**config.mk**
```make
export PLATFORM = sky130hd
export DESIGN_NAME = dif_input_filter
export DESIGN_NICKNAME = d
export VERILOG_FILES = /design/src/verilog/dif_pkg.sv /design/src/verilog/dif_tick_div.sv /design/src/verilog/dif_input_filter.sv
export SDC_FILE = /design/constraint.sdc
export NUM_CORES = 1
export LEC_CHECK = 0
export BUFFER_PORTS_ARGS = -buffer_cell sky130_fd_sc_hd__clkbuf_2
export CORE_UTILIZATION = 42
export DETAILED_ROUTE_END_ITERATION = 12
export PLACE_DENSITY = 0.7
export SYNTH_ARGS = -nofsm -noshare
export SYNTH_HDL_FRONTEND = slang
export SYNTH_SLANG_ARGS = --single-unit
```
**constraint.sdc**
```tcl
create_clock -name clk -period 2.1 [get_ports clk]
set_input_delay 0.42 -clock clk [delete_from_list [all_inputs] [get_ports clk]]
set_output_delay 0.42 -clock clk [all_outputs]
set_load 0.02 [all_outputs]
```
**src/verilog/dif_pkg.sv**
```systemverilog
`default_nettype none

package dif_pkg;
	localparam int NUM_CFG_INPUTS = 8;
	localparam int NUM_GROUPS = 4;
	localparam int GROUP_SIZE = 2;
	localparam int GROUP_W = 2;
	localparam int MS_W = 4;
	localparam logic [MS_W-1:0] FILTER_OFF_MS = 4'h0;
	localparam logic [MS_W-1:0] FILTER_MIN_MS = 4'h3;
	localparam logic [MS_W-1:0] FILTER_MAX_MS = 4'hF;
	localparam logic [MS_W-1:0] DEFAULT_MS = 4'h3;
	localparam logic [MS_W-1:0] FIXED_MS = 4'h3;
	localparam logic [MS_W-1:0] REJECT_MARGIN_MS = 4'h2;
	localparam int TICK_PERIOD_NS = 1000000;
	localparam int CLK_PERIOD_NS = 25;
	localparam int TICK_CYCLES = TICK_PERIOD_NS / CLK_PERIOD_NS;
endpackage

`default_nettype wire

```
**src/verilog/dif_tick_div.sv**
```systemverilog
`default_nettype none

module dif_tick_div #(
	parameter int CYCLES = 40000
) (
	// clock and reset
	input wire logic clk,
	input wire logic reset_n,
	// one-cycle tick
	output logic tick
);
	localparam int CW = $clog2(CYCLES);
	localparam logic [CW-1:0] LAST = CW'(CYCLES - 1);

	typedef struct packed {
		logic [CW-1:0] count;
		logic tick;
	} dif_div_type;

	dif_div_type s_q, s_d;

	always_comb begin
		s_d = s_q;
		s_d.tick = 1'b0;
		if (s_q.count == LAST) begin
			s_d.count = '0;
			s_d.tick = 1'b1;
		end else begin
			s_d.count = s_q.count + CW'(1);
		end
	end

	always_ff @(posedge clk or negedge reset_n) begin
		if (!reset_n) begin
			s_q <= '0;
		end else begin
			s_q <= s_d;
		end
	end

	assign tick = s_q.tick;
endmodule

`default_nettype wire

```
**src/verilog/dif_input_filter.sv**
```systemverilog
`default_nettype none

module dif_input_filter import dif_pkg::*; #(
	parameter int NUM_INPUTS = 16,
	parameter int TICK_CYCLES_P = TICK_CYCLES
) (
	// clock and reset
	input wire logic clk,
	input wire logic reset_n,
	// field inputs, asynchronous
	input wire logic [NUM_INPUTS-1:0] rawIn,
	// configuration
	input wire logic cfgWrite,
	input wire logic [GROUP_W-1:0] cfgGroup,
	input wire logic [MS_W-1:0] cfgFilterMs,
	input wire logic cfgClear,
	input wire logic [NUM_GROUPS-1:0] groupNormal,
	// scan side
	input wire logic endOfScan,
	output logic [NUM_INPUTS-1:0] inputImage,
	output logic cfgError
);
	localparam int HI = NUM_INPUTS - 1;

	typedef logic [NUM_GROUPS-1:0][MS_W-1:0] dif_groups_type;

	typedef struct packed {
		logic [NUM_INPUTS-1:0] sync1;
		logic [NUM_INPUTS-1:0] sync2;
		logic [NUM_INPUTS-1:0] filt;
		logic [NUM_INPUTS-1:0] image;
		logic [NUM_INPUTS-1:0][MS_W-1:0] cnt;
		dif_groups_type groupMs;
		logic cfgError;
	} dif_state_type;

	localparam dif_state_type RESET_STATE = '{
		groupMs: {NUM_GROUPS{DEFAULT_MS}},
		default: '0
	};

	dif_state_type s_q, s_d;
	logic msTick;

	dif_tick_div #(
		.CYCLES(TICK_CYCLES_P)
	) u_tick (
		.clk(clk),
		.reset_n(reset_n),
		.tick(msTick)
	);

	// legal filter settings
	function automatic logic validMs(input logic [MS_W-1:0] v);
		return (v == FILTER_OFF_MS) ||
			((v >= FILTER_MIN_MS) && (v <= FILTER_MAX_MS));
	endfunction

	// filter time that applies to one input
	function automatic logic [MS_W-1:0] msOf(input int idx,
			input dif_groups_type gms);
		if (idx < NUM_CFG_INPUTS) begin
			return gms[idx / GROUP_SIZE];
		end
		return FIXED_MS;
	endfunction

	// input skips the counter
	function automatic logic bypassOf(input int idx,
			input dif_groups_type gms, input logic [NUM_GROUPS-1:0] nrm);
		if (idx < NUM_CFG_INPUTS) begin
			return !nrm[idx / GROUP_SIZE] ||
				(gms[idx / GROUP_SIZE] == FILTER_OFF_MS);
		end
		return 1'b0;
	endfunction

	// ticks needed: one below the setting keeps a full-width pulse safe
	function automatic logic [MS_W-1:0] thrOf(input logic [MS_W-1:0] ms);
		return ms - REJECT_MARGIN_MS + MS_W'(1);
	endfunction

	always_comb begin
		s_d = s_q;
		s_d.sync1 = rawIn;
		s_d.sync2 = s_q.sync1;
		s_d.cfgError = 1'b0;
		for (int i = 0; i < NUM_INPUTS; i++) begin
			if (bypassOf(i, s_q.groupMs, groupNormal)) begin
				s_d.filt[i] = s_q.sync2[i];
				s_d.cnt[i] = '0;
			end else if (s_q.sync2[i] == s_q.filt[i]) begin
				s_d.cnt[i] = '0;
			end else if (msTick) begin
				if (s_q.cnt[i] + MS_W'(1) >=
						thrOf(msOf(i, s_q.groupMs))) begin
					s_d.filt[i] = s_q.sync2[i];
					s_d.cnt[i] = '0;
				end else begin
					s_d.cnt[i] = s_q.cnt[i] + MS_W'(1);
				end
			end
		end
		if (endOfScan) begin
			s_d.image = s_q.filt;
		end
		if (cfgClear) begin
			s_d.groupMs = RESET_STATE.groupMs;
		end else if (cfgWrite) begin
			if (validMs(cfgFilterMs)) begin
				s_d.groupMs[cfgGroup] = cfgFilterMs;
			end else begin
				s_d.cfgError = 1'b1;
			end
		end
	end

	always_ff @(posedge clk or negedge reset_n) begin
		if (!reset_n) begin
			s_q <= RESET_STATE;
		end else begin
			s_q <= s_d;
		end
	end

	assign inputImage = s_q.image;
	assign cfgError = s_q.cfgError;

	// helper view of input 0
	logic [MS_W-1:0] thr0;
	logic byp0;
	logic [MS_W-1:0] nextCnt0;
	assign thr0 = thrOf(msOf(0, s_q.groupMs));
	assign byp0 = bypassOf(0, s_q.groupMs, groupNormal);
	assign nextCnt0 = s_q.cnt[0] + MS_W'(1);
endmodule

`default_nettype wire

```
## Word level (Yosys, flattened, before mapping)

Index checks and enable logic that the tools add are counted.

| operators by class | value |
|---|---|
| add/subtract/negate cells | 33 |
| $mul | 0 |
| div/mod/pow operators | 0 |
| magnitude comparators | 20 |
| equal/unequal tests | 25 |
| shifts and indexed selects | 0 |
| mux-type cells | 147 |
| bitwise operators | 8 |
| reduce and logical (&&, ||, !) cells | 63 |

Operator list:

| operator | count |
|---|---|
| 2-to-1 mux 4 bit | 89 |
| adder 4 x 1 -> 4 bit, second input constant | 24 |
| 2-to-1 mux 1 bit | 52 |
| 2-to-1 mux 16 bit | 3 |
| AND reduction 3 bit | 16 |
| nonzero test 2 bit | 22 |
| greater-or-equal comparator 4 x 2 -> 1 bit, second input constant | 9 |
| greater-or-equal comparator 4 bit | 8 |
| subtractor 4 x 2 -> 4 bit, second input constant | 8 |
| nonzero test 3 bit | 8 |
| zero test 4 bit | 5 |
| 2-to-1 mux 17 bit | 1 |
| adder 16 x 1 -> 16 bit, second input constant | 1 |
| bitwise mux 16 bit | 1 |
| equality test 1 bit | 16 |
| equality test 16 bit, second input constant | 1 |
| != test 2 bit, second input constant | 8 |
| demux 4 bit (select 2 bit) | 1 |
| inverter 1 bit | 8 |
| logical OR 1 bit | 5 |
| less-or-equal comparator 4 bit, second input constant | 1 |
| zero test 1 bit | 4 |
| < comparator 2 x 3 -> 1 bit, second input constant | 1 |
| greater-or-equal comparator 2 x 1 -> 1 bit, second input constant | 1 |
| other kinds (2) | 3 |

| word-level totals | value |
|---|---|
| register bits | 162 |
| bits in latches | 0 |
| RAM bits | 0 |
| ROM bits | 0 |
| bits of input ports | 31 |
| logic and storage cells | 338 |
| memories kept | 0 |

## Depth between registers and ports, before layout

| logic depth | value |
|---|---|
| depth in word-level cells | 14 |
| gate-level depth with buffers | 9 |
| mapped depth without buffers | 9 |

## Modules after synthesis

A second synthesis with hierarchy kept.

| unflattened totals | value |
|---|---|
| cell total of the unflattened synthesis | 704 |
| area total of the unflattened synthesis | 8046.5 µm² |

By module, submodules not included:

| module | times used | cells an instance | area each (µm²) |
|---|---|---|---|
| dif_input_filter | 1 | 634 | 7282.0 |
| dif_tick_div | 1 | 70 | 764.5 |

## Least setup slack after synthesis

No wires, ideal clock.

| timing | value |
|---|---|
| kind | reg2reg |
| start point | register s_q[13] (netlist bit) |
| end point | register s_q[104] (netlist bit) |
| setup time | 0.125 ns |
| arrival | 2.248 ns |
| data required time | 1.975 ns |
| slack | -0.273 ns |
| stages on the path, launching flop included | 10 |
| path through | dfstp_2 -> inv_1 -> ha_1 -> xnor2_1 -> ha_1 -> a21oi_1 -> o21ai_0 -> maj3_2 -> a21oi_1 -> mux2_2 |

| between the ends | value |
|---|---|
| word-level cells in the longest chain between the ends | 9 |

Ends and longest elaborated chain:

| element | line | RTL |
|---|---|---|
| start, declared | dif_input_filter.sv:42 | `dif_state_type s_q, s_d;` |
| start signal, assigned | dif_input_filter.sv:120 | `s_q <= RESET_STATE;` |
| start signal, assigned | dif_input_filter.sv:122 | `s_q <= s_d;` |
| 2-to-1 mux 4 bit | dif_input_filter.sv:65 | `return FIXED_MS;` |
| 2-to-1 mux 4 bit | dif_input_filter.sv:94 | `end else if (msTick) begin` |
| 2-to-1 mux 4 bit | dif_input_filter.sv:92 | `end else if (s_q.sync2[i] == s_q.filt[i]) begin` |
| 2-to-1 mux 4 bit | dif_input_filter.sv:89 | `if (bypassOf(i, s_q.groupMs, groupNormal)) begin` |
| subtractor 4 x 2 -> 4 bit | dif_input_filter.sv:80 | `return ms - REJECT_MARGIN_MS + MS_W'(1);` |
| adder 4 x 1 -> 4 bit | dif_input_filter.sv:80 |  |
| greater-or-equal comparator 4 bit | dif_input_filter.sv:95 | `if (s_q.cnt[i] + MS_W'(1) >=` |
| nonzero test 2 bit (no line) | -- |  |
| AND reduction 3 bit (no line) | -- |  |

Parallel ways exist; a longest one is shown, timed or not. The select of a mux whose other input is x is not followed.
A chain may end at the register's enable or synchronous reset.

## Worst setup path after layout

| timing | value |
|---|---|
| start point | register s_q[2] (netlist bit) |
| end point | register s_q[98] (netlist bit) |

The elaborated chain is that of the path after synthesis.

==> run summary <==
Outcome: complete, but fails checks
Violated checks: negative setup slack
# clock sinks: 162
Met1 Use GR: 20.8%
Most frequent cell after synthesis: dfrtp_1
Final slew viol count: 0
Seq/Total Area, Yosys: 50.7%
Peak VDD IR: 0.000495 V
Inserted Clock Buffers: 17
Total grt overflow: 0
Antenna viol nets, final: 0
Final hold violations: 0
CTS root buf: clkbuf_16
Slowest-stage cell, CP: dfstp_2
Crit end category: flop
#FFs+latches synth: 162
WP depth: 9
PwrDens: 716 mW/mm²
Setup crit start kind: flop
Final setup fails: 36
Commonest cells post-synth: 154 x dfrtp_1, 53 x ha_1, 39 x mux2_2
CP peak stage delay: 0.53 ns
Hold WS: 0.0953 ns
Max-slew headroom: 52.9%
Async set-reset flop share out of synthesis: 100%
Unrepaired setup endpoints after global routing: true
Total power: 7.14 mW
Clock transition at the registers of the reported paths: 0.07 ns
Vias post-DR: 5418
Worst EP required: 2.42 ns
Max cap viols: 0
Synth top area share: 48.1%
WP buf/inv: 1
Synth cell types: 48
R2R cell count: 9
Worst R2R End: s_q[98]
Final Non-Filler Cells: 1046
Ranking of synthesized cells by area: dfrtp_1 48%, ha_1 8.3%, mux2_2 5.5%, xnor2_1 3.5%, xor2_1 3.1%
Worst skew pair latency: 0.43 ns
Fmax: 0.432 GHz
Drt first pass iters: 4
Crit path kind: reg -> reg
Via-per-instance ratio: 5.18
Fin crit share: 110%
Area Growth Syn to Fin: 24.4%
Core Rows: 50
Leak: 4.73 nW
Share of layout cells above drive strength 1: 33.6%
Syn nets: 779
Post-synth EDFFs: 0
Synth Warn #: 0
Worst Setup SP: s_q[2]
# diodes: 0
DIE AREA: 0.0196 mm²
Worst-margin pin slew: 0.704 ns
I/O Buffers: 47
Util after Layout: 53.3%
I/O pin count: 48
Met2 Track Usage GR: 27.2%
Placed cell count: 1005
WP data arrival: 2.63 ns
Post-Place Worst Slack: -0.194 ns
Routability Congestion: 0.806
Initial antenna violation count: 0
Cell count after synthesis: 695
DP Area: 0.00893 mm²
Leading area contributor after synthesis: dfrtp_1
Final Cell Area: 0.00997 mm²
Post-layout min period: 2.32 ns
Die width: 140 µm
Final net count: 884
Number of global-route vias before repair: 5452
Reg-to-Reg Start: s_q[2]
CTS tree: built
Top Usage Layer GRT: met2
R2r setup slk: -0.22 ns
GRT Overall Usage: 16.4%
H-tree Lvls: 4
Synth Flop Type: dfrtp_1
Final worst slack: -0.216 ns
Largest net degree at the start of global routing: 53
CTS Buffer Depth: 2
Crit-path cells: inv_2, ha_4, xnor2_4, ha_4, a21oi_2, o21ai_1, maj3_2, a21oi_2, mux2_4
Mapped cell area: 0.00801 mm²
Min-Delay Path Class: in -> reg
CORE AREA: 0.0187 mm²
Critical-path maximum fanout: 2
DIE HEIGHT: 140 µm
Critical path endpoint: s_q[98]
Setup_tns: -3.94 ns
Drt first-iter violations: 243
Drt wl/cell: 14.3 µm
M3 GR Usage: 4.14%
CP top delay family: adder cells
Syn_area_per_cell: 11.5 µm²
Residual DRC: 0
Worst clock skew: 0.0112 ns
WL final: 15000 µm
First-pass GRT wire length: 25500 µm
DP HPWL: 10300 µm
Starting Density: 42.8%
-- placed cells by master (no fill, tap or decap), drive strengths merged, types with 3 or more instances in the layout --
| cell | n |
|---|---|
| a21bo | 6 |
| a21o | 6 |
| a21oi | 17 |
| a22o | 15 |
| a311o | 4 |
| a31oi | 11 |
| a32o | 5 |
| a41oi | 6 |
| and2 | 18 |
| and3 | 3 |
| buf | 69 |
| bufinv | 3 |
| clkbuf | 66 |
| clkinv | 4 |
| dfrtp | 154 |
| dfstp | 8 |
| ha | 53 |
| inv | 32 |
| maj3 | 8 |
| mux2 | 42 |
| nand2 | 32 |
| nand2b | 13 |
| nand3 | 19 |
| nand3b | 7 |
| nand4 | 3 |
| nor2 | 26 |
| nor2b | 21 |
| nor3 | 36 |
| nor3b | 6 |
| nor4 | 4 |
| o21ai | 22 |
| o21bai | 4 |
| o31ai | 9 |
| or3 | 8 |
| xnor2 | 32 |
| xor2 | 28 |
-- layer usage --
metal	vias up	part of all wire, %
met5	-	0
met4	0	1.1
met1	2678	46
met2	66	50
met3	13	3.2
li1	2661	-
-- cell families (layout without fill, tap and decap cells) --
group | Yosys count | in the layout | synth area share (%)
compound gates | 112 | 112 | 10.4
flops | 162 | 162 | 50.7
fa+ha+maj | 61 | 61 | 9.37
simple gates | 197 | 197 | 13.3
xor+xnor | 60 | 60 | 6.56
mux | 44 | 44 | 6.15
buf+inv | 59 | 176 | 3.53
-- sequential cells by signal, indices dropped and copies added (netlist names) --
register     count
u_tick.tick      1
s_q            112
cfgError         1
inputImage      16
s_d             16
u_tick.s_q      16
-- repair_timing --
action | in CTS | in global routing
endpoints found under the hold margin | 46 | 0
resized for setup | 37 | 34
pin swaps | 28 | 43
setup endpoints to repair | 40 | 40
hold buffers | 1 | 0
setup buffers | 5 | 4
-- worst min path at each step --
stage | startpoint | to | slack (ns) | cells past startpoint
6_report | rawIn[5] | s_d[118] | 0.1 | 1
5_1_grt | rawIn[7] | s_d[120] | 0.08 | 1
4_1_cts | rawIn[5] | s_d[118] | 0.08 | 1
3_5_place_dp | s_d[117] | s_q[117] | 0.33 | 0
3_3_place_gp | s_d[126] | s_q[126] | 0.33 | 0
2_1_floorplan | reset_n | cfgError | 0.12 | 0
-- final cells by class --
type                    count  area (µm²)
clock buffers              20         457
clock inverters            11         151
fillers                  1581        8740
inverters                  29         109
multi-input cells         474        4080
flip-flops and latches    162        4060
well taps                 234         293
repair buffers            116         817
-- worst register-to-register path, delay by kind of cell, from the launching register on --
family | cells | cell delay, ns
buf+inv | 1 | 0.05
mux | 1 | 0.31
xor+xnor | 1 | 0.19
compound gates | 3 | 0.38
flops | 1 | 0.53
fa+ha+maj | 3 | 0.74
-- power breakdown --
part	leakage [nW]	internal, mW	switching (mW)
clock	0.297	1.94	1.24
combinational	2.32	0.320	0.358
sequential	2.11	3.22	0.0637
total	4.73	5.47	1.66
Power figures use the tool's default switching activity.
